**src/logic/tcc_pkg.sv**
```systemverilog
// Shared constants, field layouts and carrier types for the timer compare/capture block.
`default_nettype none

package tcc_pkg;

    // Channel arrangement.
    localparam int unsigned TCC_CHANNELS = 5;
    localparam int unsigned TCC_BUF_FIRST = 3;
    localparam int unsigned TCC_PHASE_CHANNEL = 2;
    localparam int unsigned TCC_WIDTH = 16;

    // Register index within a channel; the channel number forms address bits 5:3.
    localparam logic [2:0] TCC_OFS_CONTROL = 3'h0;
    localparam logic [2:0] TCC_OFS_COUNTER = 3'h1;
    localparam logic [2:0] TCC_OFS_CC_A = 3'h2;
    localparam logic [2:0] TCC_OFS_CC_B = 3'h3;
    localparam logic [2:0] TCC_OFS_SB_A = 3'h4;
    localparam logic [2:0] TCC_OFS_SB_B = 3'h5;

    // Reset values, also loaded on entry to standby.
    localparam logic [15:0] TCC_CC_RESET = 16'hffff;
    localparam logic [15:0] TCC_SB_RESET = 16'hffff;
    localparam logic [15:0] TCC_COUNTER_RESET = 16'h0000;
    localparam logic [7:0] TCC_CONTROL_RESET = 8'h80;
    localparam logic [2:0] TCC_FS_RESET = 3'h0;

    // Counter control field positions.
    localparam int unsigned TCC_CTRL_RSVD_BIT = 7;
    localparam int unsigned TCC_CTRL_CLEAR_HI = 6;
    localparam int unsigned TCC_CTRL_CLEAR_LO = 5;
    localparam int unsigned TCC_CTRL_EDGE_HI = 4;
    localparam int unsigned TCC_CTRL_EDGE_LO = 3;
    localparam int unsigned TCC_CTRL_CLKSEL_HI = 2;
    localparam int unsigned TCC_CTRL_CLKSEL_LO = 0;

    // Function select field: bit 2 picks capture, bits 1:0 the capture edge.
    localparam int unsigned TCC_FS_CAPTURE_BIT = 2;

    // Buffer enable positions in the function control input.
    localparam int unsigned TCC_BUF_EN_A3 = 0;
    localparam int unsigned TCC_BUF_EN_B3 = 1;
    localparam int unsigned TCC_BUF_EN_A4 = 2;
    localparam int unsigned TCC_BUF_EN_B4 = 3;

    typedef enum logic [1:0] {
        TCC_CLR_NONE = 2'b00,
        TCC_CLR_A = 2'b01,
        TCC_CLR_B = 2'b10,
        TCC_CLR_SYNC = 2'b11
    } tcc_clear_t;

    typedef struct packed {
        logic rd;
        logic wr;
        logic [5:0] addr;
        logic [1:0] be;
        logic [15:0] wdata;
    } tcc_bus_req_t;

    typedef struct packed {
        logic [2:0] function_select_b;
        logic [2:0] function_select_a;
        logic pwm_mode;
        logic sync_clear;
        logic count_start;
    } tcc_chan_cfg_t;

endpackage : tcc_pkg

`default_nettype wire

```
**src/logic/tcc_pin_sync.sv**
```systemverilog
// Two-flop synchroniser with edge detection for asynchronous timer pins.
`default_nettype none

module tcc_pin_sync #(
    parameter int unsigned WIDTH = 14
) (
    input wire logic clk_i,
    input wire logic rst_i,
    input wire logic [WIDTH-1:0] pin_i,
    output logic [WIDTH-1:0] rise_o,
    output logic [WIDTH-1:0] fall_o
);

    logic [WIDTH-1:0] meta;
    logic [WIDTH-1:0] sync;
    logic [WIDTH-1:0] sync_q;

    // The edge detector compares the second stage with a third flop, never with the first.
    always_ff @(posedge clk_i) begin
        if (rst_i) begin
            meta <= '0;
            sync <= '0;
            sync_q <= '0;
        end else begin
            meta <= pin_i;
            sync <= meta;
            sync_q <= sync;
        end
    end

    assign rise_o = sync & ~sync_q;
    assign fall_o = ~sync & sync_q;

endmodule : tcc_pin_sync

`default_nettype wire

```
**src/logic/tcc_prescale.sv**
```systemverilog
// Free-running divider giving one-cycle ticks at the falling edges of clk/1, /2, /4, /8.
`default_nettype none

module tcc_prescale #(
    parameter int unsigned STAGES = 3
) (
    input wire logic clk_i,
    input wire logic rst_i,
    output logic [STAGES:0] tick_o
);

    logic [STAGES-1:0] div;

    always_ff @(posedge clk_i) begin
        if (rst_i) begin
            div <= '0;
        end else begin
            div <= div + 1'b1;
        end
    end

    // A divided clock falls when every lower divider bit is about to wrap.
    assign tick_o[0] = 1'b1;
    for (genvar k = 1; k <= STAGES; k++) begin : g_tick
        assign tick_o[k] = &div[k-1:0];
    end

endmodule : tcc_prescale

`default_nettype wire

```
**src/logic/tcc_timer.sv**
```systemverilog
// Five-channel 16-bit timer: counters, compare/capture registers, buffers and control.
`default_nettype none

// Notes on behaviour
// - Two 16-bit compare/capture registers per channel.
// - Compare mode: equality sets the matching flag.
// - Capture mode: selected edge latches counter, sets flag.
// - PWM modes override compare/capture function selection.
// - Registers accessible by word or byte.
// - Reset/standby: all ones, output compare, no action.
// - Buffer registers exist only in channels 3, 4.
// - Buffered compare: buffer copies in at match.
// - Buffered capture: old value moves to buffer.
// - Four independent buffer enable bits.
// - Buffer registers reset to all ones.
// - Control register resets 0x80; bit 7 fixed one.
// - Clear field picks none, A, B or sync.
// - Clear follows match or capture per register use.
// - Edge field: rising, falling or both edges.
// - Clock select: clk, /2, /4, /8, pins A-D.
// - Internal clocks count falling edges; external per field.
// - Channel 2 phase counting overrides clock fields.
// - A or B clear event zeroes the counter.
module tcc_timer (
    input wire logic clk_i,
    input wire logic rst_i,
    input wire logic standby_i,
    input wire tcc_pkg::tcc_bus_req_t bus_req_i,
    output logic [15:0] bus_rdata_o,
    input wire tcc_pkg::tcc_chan_cfg_t [4:0] chan_cfg_i,
    input wire logic [3:0] function_control_i,
    input wire logic phase_count_enable_i,
    input wire logic phase_step_i,
    input wire logic phase_up_i,
    input wire logic ext_clock_in_a_i,
    input wire logic ext_clock_in_b_i,
    input wire logic ext_clock_in_c_i,
    input wire logic ext_clock_in_d_i,
    input wire logic [4:0] capture_in_a_i,
    input wire logic [4:0] capture_in_b_i,
    input wire logic [4:0] flag_clear_a_i,
    input wire logic [4:0] flag_clear_b_i,
    output logic [4:0] match_capture_flag_a_o,
    output logic [4:0] match_capture_flag_b_o
);

    localparam int unsigned NCH = tcc_pkg::TCC_CHANNELS;
    localparam int unsigned NPIN = 14;

    // Reset and standby both return every timer register to its initial value; the pin synchroniser and read data register reset on rst_i alone.
    logic init;
    assign init = rst_i | standby_i;

    // Pin order: clocks A-D in bits 3:0, capture A in 8:4, capture B in 13:9.
    logic [NPIN-1:0] pin_rise;
    logic [NPIN-1:0] pin_fall;
    logic [3:0] ext_rise;
    logic [3:0] ext_fall;
    logic [3:0] int_tick;

    tcc_pin_sync #(
        .WIDTH(NPIN)
    ) u_pin_sync (
        .clk_i(clk_i),
        .rst_i(rst_i),
        .pin_i({capture_in_b_i, capture_in_a_i, ext_clock_in_d_i, ext_clock_in_c_i,
                ext_clock_in_b_i, ext_clock_in_a_i}),
        .rise_o(pin_rise),
        .fall_o(pin_fall)
    );

    tcc_prescale #(
        .STAGES(3)
    ) u_prescale (
        .clk_i(clk_i),
        .rst_i(init),
        .tick_o(int_tick)
    );

    assign ext_rise = pin_rise[3:0];
    assign ext_fall = pin_fall[3:0];

    // Merges a bus write into a 16-bit register, one byte lane at a time.
    function automatic logic [15:0] merge16(input logic [15:0] old, input logic [15:0] wd,
                                            input logic [1:0] be);
        logic [15:0] res;
        res = old;
        if (be[0]) begin
            res[7:0] = wd[7:0];
        end
        if (be[1]) begin
            res[15:8] = wd[15:8];
        end
        return res;
    endfunction : merge16

    // Capture edge decode shared by both registers of a channel.
    function automatic logic edge_hit(input logic [1:0] sel, input logic rise,
                                      input logic fall);
        logic hit;
        hit = sel[1] ? (rise | fall) : (sel[0] ? fall : rise);
        return hit;
    endfunction : edge_hit

    logic [15:0] counter_w [NCH];
    logic [15:0] cc_a_w [NCH];
    logic [15:0] cc_b_w [NCH];
    logic [15:0] sb_a_w [NCH];
    logic [15:0] sb_b_w [NCH];
    logic [6:0] control_w [NCH];
    logic [4:0] flag_a;
    logic [4:0] flag_b;

    for (genvar ch = 0; ch < NCH; ch++) begin : g_ch
        localparam logic [2:0] CH = 3'(ch);

        logic [6:0] control;
        logic [15:0] counter;
        logic [15:0] cc_a;
        logic [15:0] cc_b;
        logic [15:0] sb_a_q;
        logic [15:0] sb_b_q;
        logic sel;
        logic wr_ctrl;
        logic wr_cnt;
        logic wr_a;
        logic wr_b;
        logic cap_mode_a;
        logic cap_mode_b;
        logic cap_evt_a;
        logic cap_evt_b;
        logic cmp_evt_a;
        logic cmp_evt_b;
        logic evt_a;
        logic evt_b;
        logic buf_en_a;
        logic buf_en_b;
        logic clk_tick;
        logic phase_mode;
        logic count_tick;
        logic clear;
        tcc_pkg::tcc_clear_t clr_src;
        logic [2:0] clk_sel;
        logic [1:0] edge_sel;

        assign sel = bus_req_i.wr && (bus_req_i.addr[5:3] == CH);
        assign wr_ctrl = sel && (bus_req_i.addr[2:0] == tcc_pkg::TCC_OFS_CONTROL);
        assign wr_cnt = sel && (bus_req_i.addr[2:0] == tcc_pkg::TCC_OFS_COUNTER);
        assign wr_a = sel && (bus_req_i.addr[2:0] == tcc_pkg::TCC_OFS_CC_A);
        assign wr_b = sel && (bus_req_i.addr[2:0] == tcc_pkg::TCC_OFS_CC_B);

        assign clr_src = tcc_pkg::tcc_clear_t'(
            control[tcc_pkg::TCC_CTRL_CLEAR_HI:tcc_pkg::TCC_CTRL_CLEAR_LO]);
        assign edge_sel = control[tcc_pkg::TCC_CTRL_EDGE_HI:tcc_pkg::TCC_CTRL_EDGE_LO];
        assign clk_sel = control[tcc_pkg::TCC_CTRL_CLKSEL_HI:tcc_pkg::TCC_CTRL_CLKSEL_LO];

        // In the PWM modes the function selection is ignored and both registers compare.
        assign cap_mode_a = chan_cfg_i[ch].function_select_a[tcc_pkg::TCC_FS_CAPTURE_BIT]
                            && !chan_cfg_i[ch].pwm_mode;
        assign cap_mode_b = chan_cfg_i[ch].function_select_b[tcc_pkg::TCC_FS_CAPTURE_BIT]
                            && !chan_cfg_i[ch].pwm_mode;

        assign cap_evt_a = cap_mode_a && edge_hit(chan_cfg_i[ch].function_select_a[1:0],
                                                  pin_rise[4+ch], pin_fall[4+ch]);
        assign cap_evt_b = cap_mode_b && edge_hit(chan_cfg_i[ch].function_select_b[1:0],
                                                  pin_rise[9+ch], pin_fall[9+ch]);
        assign cmp_evt_a = !cap_mode_a && (cc_a == counter);
        assign cmp_evt_b = !cap_mode_b && (cc_b == counter);
        assign evt_a = cap_evt_a | cmp_evt_a;
        assign evt_b = cap_evt_b | cmp_evt_b;

        // Internal sources tick on divided-clock falling edges, external on the chosen edges.
        always_comb begin
            if (!clk_sel[2]) begin
                clk_tick = int_tick[clk_sel[1:0]];
            end else if (edge_sel[1]) begin
                clk_tick = ext_rise[clk_sel[1:0]] | ext_fall[clk_sel[1:0]];
            end else if (edge_sel[0]) begin
                clk_tick = ext_fall[clk_sel[1:0]];
            end else begin
                clk_tick = ext_rise[clk_sel[1:0]];
            end
        end

        assign phase_mode = (ch == tcc_pkg::TCC_PHASE_CHANNEL) && phase_count_enable_i;
        assign count_tick = chan_cfg_i[ch].count_start
                            && (phase_mode ? phase_step_i : clk_tick);

        always_comb begin
            unique case (clr_src)
                tcc_pkg::TCC_CLR_NONE: clear = 1'b0;
                tcc_pkg::TCC_CLR_A: clear = evt_a;
                tcc_pkg::TCC_CLR_B: clear = evt_b;
                tcc_pkg::TCC_CLR_SYNC: clear = chan_cfg_i[ch].sync_clear;
            endcase
        end

        always_ff @(posedge clk_i) begin
            if (init) begin
                control <= tcc_pkg::TCC_CONTROL_RESET[6:0];
            end else if (wr_ctrl && bus_req_i.be[0]) begin
                control <= bus_req_i.wdata[6:0];
            end
        end

        // Software writes take priority over clearing and counting in the same cycle.
        always_ff @(posedge clk_i) begin
            if (init) begin
                counter <= tcc_pkg::TCC_COUNTER_RESET;
            end else if (wr_cnt) begin
                counter <= merge16(counter, bus_req_i.wdata, bus_req_i.be);
            end else if (clear) begin
                counter <= '0;
            end else if (count_tick) begin
                if (phase_mode && !phase_up_i) begin
                    counter <= counter - 16'h0001;
                end else begin
                    counter <= counter + 16'h0001;
                end
            end
        end

        // A hardware capture or transfer beats a software write in the same cycle.
        always_ff @(posedge clk_i) begin
            if (init) begin
                cc_a <= tcc_pkg::TCC_CC_RESET;
            end else if (cap_evt_a) begin
                cc_a <= counter;
            end else if (buf_en_a && cmp_evt_a) begin
                cc_a <= sb_a_q;
            end else if (wr_a) begin
                cc_a <= merge16(cc_a, bus_req_i.wdata, bus_req_i.be);
            end
        end

        always_ff @(posedge clk_i) begin
            if (init) begin
                cc_b <= tcc_pkg::TCC_CC_RESET;
            end else if (cap_evt_b) begin
                cc_b <= counter;
            end else if (buf_en_b && cmp_evt_b) begin
                cc_b <= sb_b_q;
            end else if (wr_b) begin
                cc_b <= merge16(cc_b, bus_req_i.wdata, bus_req_i.be);
            end
        end

        // An event in the cycle of a clear request wins, so no event is lost.
        always_ff @(posedge clk_i) begin
            if (init) begin
                flag_a[ch] <= 1'b0;
                flag_b[ch] <= 1'b0;
            end else begin
                flag_a[ch] <= evt_a | (flag_a[ch] & ~flag_clear_a_i[ch]);
                flag_b[ch] <= evt_b | (flag_b[ch] & ~flag_clear_b_i[ch]);
            end
        end

        if (ch >= tcc_pkg::TCC_BUF_FIRST) begin : g_buf
            logic [15:0] sb_a;
            logic [15:0] sb_b;
            logic wr_sa;
            logic wr_sb;
            localparam int unsigned EN_A = (ch == 3) ? tcc_pkg::TCC_BUF_EN_A3
                                                     : tcc_pkg::TCC_BUF_EN_A4;
            localparam int unsigned EN_B = (ch == 3) ? tcc_pkg::TCC_BUF_EN_B3
                                                     : tcc_pkg::TCC_BUF_EN_B4;

            assign wr_sa = sel && (bus_req_i.addr[2:0] == tcc_pkg::TCC_OFS_SB_A);
            assign wr_sb = sel && (bus_req_i.addr[2:0] == tcc_pkg::TCC_OFS_SB_B);
            assign buf_en_a = function_control_i[EN_A];
            assign buf_en_b = function_control_i[EN_B];

            always_ff @(posedge clk_i) begin
                if (init) begin
                    sb_a <= tcc_pkg::TCC_SB_RESET;
                end else if (buf_en_a && cap_evt_a) begin
                    sb_a <= cc_a;
                end else if (wr_sa) begin
                    sb_a <= merge16(sb_a, bus_req_i.wdata, bus_req_i.be);
                end
            end

            always_ff @(posedge clk_i) begin
                if (init) begin
                    sb_b <= tcc_pkg::TCC_SB_RESET;
                end else if (buf_en_b && cap_evt_b) begin
                    sb_b <= cc_b;
                end else if (wr_sb) begin
                    sb_b <= merge16(sb_b, bus_req_i.wdata, bus_req_i.be);
                end
            end

            assign sb_a_q = sb_a;
            assign sb_b_q = sb_b;
        end else begin : g_nobuf
            // Channels without buffers never transfer; their buffer slots read as zero.
            assign buf_en_a = 1'b0;
            assign buf_en_b = 1'b0;
            assign sb_a_q = '0;
            assign sb_b_q = '0;
        end

        assign counter_w[ch] = counter;
        assign cc_a_w[ch] = cc_a;
        assign cc_b_w[ch] = cc_b;
        assign sb_a_w[ch] = sb_a_q;
        assign sb_b_w[ch] = sb_b_q;
        assign control_w[ch] = control;
    end

    // Read path: registered, so data appears one cycle after the read strobe.
    logic [15:0] next_rdata;
    logic [2:0] rd_ch;

    assign rd_ch = bus_req_i.addr[5:3];

    always_comb begin
        next_rdata = '0;
        if (bus_req_i.rd && (rd_ch < 3'(NCH))) begin
            unique case (bus_req_i.addr[2:0])
                tcc_pkg::TCC_OFS_CONTROL: next_rdata = {8'h00, 1'b1, control_w[rd_ch]};
                tcc_pkg::TCC_OFS_COUNTER: next_rdata = counter_w[rd_ch];
                tcc_pkg::TCC_OFS_CC_A: next_rdata = cc_a_w[rd_ch];
                tcc_pkg::TCC_OFS_CC_B: next_rdata = cc_b_w[rd_ch];
                tcc_pkg::TCC_OFS_SB_A: next_rdata = sb_a_w[rd_ch];
                tcc_pkg::TCC_OFS_SB_B: next_rdata = sb_b_w[rd_ch];
                default: next_rdata = '0;
            endcase
            // Byte reads return only the lanes asked for.
            if (!bus_req_i.be[0]) begin
                next_rdata[7:0] = 8'h00;
            end
            if (!bus_req_i.be[1]) begin
                next_rdata[15:8] = 8'h00;
            end
        end
    end

    always_ff @(posedge clk_i) begin
        if (rst_i) begin
            bus_rdata_o <= '0;
        end else begin
            bus_rdata_o <= next_rdata;
        end
    end

    assign match_capture_flag_a_o = flag_a;
    assign match_capture_flag_b_o = flag_b;

endmodule : tcc_timer

`default_nettype wire

```
**config.mk**
```make
export PLATFORM = sky130hd
export DESIGN_NAME = tcc_timer
export DESIGN_NICKNAME = d
export VERILOG_FILES = /design/src/logic/tcc_pkg.sv /design/src/logic/tcc_pin_sync.sv /design/src/logic/tcc_prescale.sv /design/src/logic/tcc_timer.sv
export SDC_FILE = /design/constraint.sdc
export NUM_CORES = 1
export LEC_CHECK = 0
export BUFFER_PORTS_ARGS = -buffer_cell sky130_fd_sc_hd__buf_2
export CORE_MARGIN = 2
export CORE_UTILIZATION = 45
export DETAILED_ROUTE_END_ITERATION = 8
export PLACE_DENSITY = 0.64
export SYNTH_ARGS = -nofsm -noshare
export SYNTH_HDL_FRONTEND = slang
export SYNTH_SLANG_ARGS = --single-unit
```
**constraint.sdc**
```tcl
create_clock -name clk_i -period 3.55 [get_ports clk_i]
set_clock_uncertainty 0.15 [all_clocks]
set_input_delay 0.1775 -clock clk_i [delete_from_list [all_inputs] [get_ports clk_i]]
set_output_delay 0.1775 -clock clk_i [all_outputs]
set_load 0.02 [all_outputs]
```
Word-level counts from Yosys, hierarchy flattened. Cells that the tools add are included.

Register bits: 410. Bits of input ports: 105. Output and inout bits: 26. Logic and storage cells: 512.

$add $sub $neg: 7. Magnitude comparators: 7. Eq/ne operators: 44. Multiplexer cells: 140. Bitwise operators: 64. Reductions and logical operators: 191.

Operator list (count): $mux W16 (58); $bmux W16 S3 (5); $eq A16 B16 Y1 (10); $pmux W16 S6 (1); $add A16 B1 Y16 const B (5); $logic_and A1 B1 Y1 (79); $reduce_and A2 Y1 (39); $reduce_bool A2 Y1 (30); $mux W1 (51); $reduce_bool A3 Y1 (17); $or A1 B1 Y1 (36); $bmux W1 S2 (15); $and A14 B14 Y14 (2); $not A14 Y14 (2); $bmux W7 S3 (1); $eq A2 B2 Y1 const B (10); $ne A2 B2 Y1 const B (10); $pmux W1 S4 (5); $logic_not A1 Y1 (16); $mux W8 (2); $sub A16 B1 Y16 const B (1); $lt A2 B3 Y1 const B (5); $mux W7 (2); $not A1 Y1 (13); other kinds (13) (38).

Depth between registers and ports, before layout.
Depth after elaboration: 12. Depth in mapped cells: 11. Gate-level depth less buffers: 10.

Modules after synthesis. A second synthesis with hierarchy kept.

Cells, all modules: 3146. Area total of the unflattened synthesis: 25494.5 µm².

Modules (own cells, without submodules): tcc_timer (times used 1, cells an instance 3019, area an instance 24075.6 µm², seq. area each 7307.0 µm²); tcc_pin_sync (times used 1, cells an instance 116, area an instance 1298.7 µm², seq. area each 840.8 µm²); tcc_prescale (times used 1, cells an instance 11, area an instance 120.1 µm², seq. area each 60.1 µm²).

Worst setup path after synthesis. Ideal clock, no wire load.

Kind: register -> register. Start point: register u_prescale.div[0]. End point: register g_ch[1].counter[4]. Library setup time: 0.117 ns. Arrival time: 2.264 ns. Slack: 1.019 ns. Cell stages (with the launch flop): 8. Period minus slack after synthesis: 2.531 ns. Cell sequence: dfxtp_1 > ha_1 > ha_1 > mux2i_1 > a2111oi_1 > a21oi_2 > or3_1 > a32o_1.

Cells in the longest elaborated chain, start to end: 7. Elaborated cells on any way between the ends: 8.

Ends and longest elaborated chain: start, declared (line tcc_prescale.sv:12) `logic [STAGES-1:0] div;`; start signal, assigned (line tcc_prescale.sv:18) `div <= div + 1'b1;`; $reduce_and A3 Y1 / $reduce_and A2 Y1 (equally long branches) (line tcc_prescale.sv:25) `assign tick_o[k] = &div[k-1:0];`; $bmux W1 S2 (*) (line tcc_timer.sv:175) `clk_tick = int_tick[clk_sel[1:0]];`; $mux W1 (implied by the code) (*) (line tcc_timer.sv:175); $mux W1 (*) (line tcc_timer.sv:174) `if (!clk_sel[2]) begin`; $logic_and A1 B1 Y1 (*) (line tcc_timer.sv:187) `&& (phase_mode ? phase_step_i : clk_tick);`; $reduce_bool A3 Y1 (no line) (*); $reduce_and A2 Y1 (no line) (*); end signal, assigned (line tcc_timer.sv:209) `counter <= tcc_pkg::TCC_COUNTER_RESET;`; end signal, assigned (line tcc_timer.sv:211) `counter <= merge16(counter, bus_req_i.wdata, bus_req_i.be);`; end signal, assigned (line tcc_timer.sv:216) `counter <= counter - 16'h0001;`; end, declared (line tcc_timer.sv:118) `logic [15:0] counter;`.

Every way passes the cells marked *; elsewhere a longest branch is shown, timed or not. The select of a mux whose other input is x is not followed. A chain may end at the register's enable or synchronous reset.

Worst setup path after layout.
Start point: register g_ch[2].counter[1]. End point: register g_ch[2].counter[7].

Cells in the longest elaborated chain, start to end: 6. Elaborated cells on any way between the ends: 15.

Ends and longest elaborated chain (line): start, declared (tcc_timer.sv:118); start signal, assigned (tcc_timer.sv:209); start signal, assigned (tcc_timer.sv:211); start signal, assigned (tcc_timer.sv:216); branches (longest 6 deep; another with $add A16 B1 Y16).

Parallel ways; which one is timed is not known. The select of a mux whose other input is x is not followed.

==> flow_summary_export.csv <==
group,metric,value,unit
global_routing,antenna_found_initial,8,
yosys,ys_top_cells_by_area,"dfxtp_1 (31%), nand2_1 (7.8%), mux4_2 (5.5%)",
route,drc,0,
worst_setup_path,criticalPathCategory,"reg2reg",
worst_setup_path,crit-reg2reg-launch,"g_ch[2].counter[1]$_SDFFE_PP0P_",
timing,timing.fmax,0.3010,GHz
global_routing,grt_pass1_wl,173200,microns
power,p_total,11.83,mW
global_routing,grt_start_max_net_pins,101,
hold_path,holdPathEnd,"match_capture_flag_b_o[2]$_SDFF_PP0_",
worst_setup_path,cp_max_fo,12,
yosys,ys_warn_count,0,
power,power_frac_clock,48.0,%
timing,hold_viol,0,
yosys,synth.distinct_cells,107,
cts,cts-root-buf,"clkbuf_16",
floorplanning,die-area,60290,sq um
yosys,syn_area_per_cell,8.060,sq um
floorplanning,initial_core_util,45.50,%
yosys,synth_ff_type,"dfxtp_1",
hold_path,hold_class,"in2reg",
timing,min_period,3.322,ns
timing,relSlewSlack,20.61,%
timing,worst_slew_pin_slew,1.191,ns
route,dr.first_iter.drc_count,4057,
status,outcome,"completed",
yosys,ys_top_cells_by_count,"nand2_1 (548), dfxtp_1 (410), o21ai_0 (213)",
timing,post-route-period-util,93.59,%
timing,rsz0062_at_grt,"no",
route,first_pass_iters,7,
run,drv_cap,0,
yosys,yosysSeqAreaShare,31.27,%
route,wl_per_cell,29.30,microns
cts,cts_max_level,2,
cts,clockBufferDepth,3,
worst_setup_path,cp_data_arrival_time,3.67,ns
cts,cts_tree,"built",
route,viasPerCell,6.669,
cts,clk_latency,0.62,ns
global_routing,grt.overflow.total,0,
placed_design,gp_congestion,1.059,
yosys,syn-cell-area,26250,sq um
placed_design,dpl_cell_area,27580,sq um
placed_design,dp_hpwl,87430,microns
global_routing,grt_pass1_vias,25180,
worst_setup_path,rr_endpoint,"g_ch[2].counter[7]$_SDFFE_PP0P_",
floorplanning,ios,131,
yosys,async_flop_share,0,%
floorplanning,rows,88,
power,p_per_area,398.8,nW/um^2
placed_design,portBuffers,130,
worst_setup_path,reg2reg_slack,0.23,ns
yosys,synth_area_leader_cell,"dfxtp_1",
yosys,syn_inst,3257,
cells_and_area,utilization,51.41,%
worst_setup_path,r2r_cells,7,
cells_and_area,fin_area,29660,sq um
worst_setup_path,critPathRequiredTime,3.89,ns
timing,finalSetupTns,0,ns
yosys,synth.most_common_cell,"nand2_1",
floorplanning,die_h,245.5,microns
floorplanning,core-area,57700,sq um
power,p_int,8.590,mW
cells_and_area,nFillCells,5456,
route,routed_wl,120200,microns
cts,clk_pin_slew_worst_paths,0.06,ns
yosys,ys_ff_latch,410,
floorplanning,dieWidth,245.5,microns
timing,finalSetupViolCount,0,
route,vias,27370,
cts,cts_buffers,49,
worst_setup_path,cp-start-kind,"register",
power,vdd_drop_max,0.3189,mV
hold_path,worstHoldStart,"chan_cfg_i[20]",
power,power_leakage,11.61,nW
cells_and_area,layout-drive-gt1-share,14.99,%
yosys,synth_edf_count,0,
yosys,syn-num-nets,3390,
hold_path,holdPathStages,5,
power,swShare,27.38,%
power,p_comb_share,11.2,%
yosys,post-synth-top-area-fraction,31.27,%
power,power.share.sequential,40.9,%
global_routing,track_usage,38.92,%
cells_and_area,area_growth,12.99,%
cells_and_area,nNetsFinal,3428,
route,postRouteAntennaNets,0,
cts,postCtsSetupRepairBufs,0,
power,p_switching,3.239,mW
timing,finalMaxSlewViolations,0,
worst_setup_path,worstSetupEndpointType,"register",
cts,clock-sinks,410,
-- cell families after synthesis --
| group | count (synthesis) | synth area share (%) |
|---|---|---|
| AO/OA/AOI/OAI | 798 | 21.84 |
| multiplexers | 191 | 10.40 |
| AND/OR/NAND/NOR | 1238 | 22.37 |
| XOR/XNOR | 187 | 6.239 |
| adder cells (fa/ha/maj) | 28 | 1.335 |
| buffers and inverters | 405 | 6.558 |
| flip-flops | 410 | 31.27 |
-- power by group through the flow --
| stage | Combinational [mW] | Sequential, mW | Clock (mW) |
|---|---|---|---|
| 2_1_floorplan | 0.817 | 4.83 | 0 |
| 3_3_place_gp | 1.22 | 4.92 | 0 |
| 3_5_place_dp | 1.24 | 4.93 | 0 |
| 4_1_cts | 1.27 | 4.82 | 5.70 |
| 5_1_grt | 1.39 | 4.83 | 5.90 |
| 6_report | 1.32 | 4.83 | 5.68 |
-- layout make-up --
cell class / count / area [sq um] / share of cell area [%]
Clock buffer: 66 / 1413 / 4.762
Timing Repair Buffer: 284 / 1942 / 6.547
Multi-Input combinational cell: 2442 / 16340 / 55.10
Clock inverter: 25 / 384.1 / 1.295
Antenna cell: 4 / 10.01 / 0.03375
Sequential cell: 410 / 8208 / 27.67
Tap cell: 765 / 957.2 / 3.227
Inverter: 108 / 405.4 / 1.367
-- stage by stage --
stage                     setup WS (ns)  hold WS, ns  instances
after detailed placement         0.3841       0.2451       3981
after floorplan                   1.019       0.1557       3257
after CTS                        0.3772      0.02848       4100
after global routing             0.1280      0.05271       4100
after global placement           0.3951       0.2334       3981
final                            0.2277      0.02914       4104
-- worst max-delay path by stage --
stage,startpoint,to,slack [ns],cells past startpoint
2_1_floorplan,u_prescale.div[0]$_SDFF_PP0_,g_ch[1].counter[4]$_SDFFE_PP0P_,1.02,7
3_3_place_gp,g_ch[2].counter[1]$_SDFFE_PP0P_,g_ch[2].counter[4]$_SDFFE_PP0P_,0.40,7
3_5_place_dp,g_ch[2].counter[1]$_SDFFE_PP0P_,g_ch[2].counter[7]$_SDFFE_PP0P_,0.38,7
4_1_cts,g_ch[2].counter[1]$_SDFFE_PP0P_,g_ch[2].counter[7]$_SDFFE_PP0P_,0.38,7
5_1_grt,g_ch[2].counter[1]$_SDFFE_PP0P_,g_ch[2].counter[7]$_SDFFE_PP0P_,0.13,7
6_report,g_ch[2].counter[1]$_SDFFE_PP0P_,g_ch[2].counter[7]$_SDFFE_PP0P_,0.23,7
-- cell usage in the layout, fill, tap and decap left out, drive strengths merged, types with 60 or more instances in the layout --
cell | Yosys | layout
a21oi | 61 | 61
a22oi | 119 | 119
buf | 111 | 256
clkbuf | 186 | 66
dfxtp | 410 | 410
inv | 106 | 110
mux2i | 117 | 117
mux4 | 64 | 64
nand2 | 549 | 549
nand3 | 174 | 174
nor2 | 186 | 186
nor2b | 60 | 60
o211ai | 67 | 67
o21ai | 235 | 235
xnor2 | 94 | 94
xor2 | 93 | 93
-- critical path: stages (launching register included) --
cell and delay (ns):
dfxtp_1 0.74, xor2_1 0.13, nor4_1 0.76, nand2_1 0.15, o32a_1 0.41, and2_1 0.31, o21a_1 0.28, a32o_1 0.27
-- registers in the layout, indices dropped and copies added (netlist names) --
register                cells
match_capture_flag_a_o      5
g_ch.cc_a                  80
g_ch.counter               80
g_ch.cc_b                  80
u_prescale.div              3
match_capture_flag_b_o      5
u_pin_sync.sync_q          14
g_ch.g_buf.sb_b            32
g_ch.control               35
bus_rdata_o                16
u_pin_sync.sync            14
g_ch.g_buf.sb_a            32
u_pin_sync.meta            14
-- repair_timing --
item	CTS	global route
hold endpoints to repair	27	0
hold buffers	28	0
resized for setup	0	0
endpoints found under the setup margin	0	0
-- per-layer routing --
layer	global-route usage, %	wire length [microns]
met3	10.01	14750
met4	27.65	10040
met5	0.4085	84
met2	56.76	49740
met1	49.83	45630
Power figures use the tool's default switching activity.
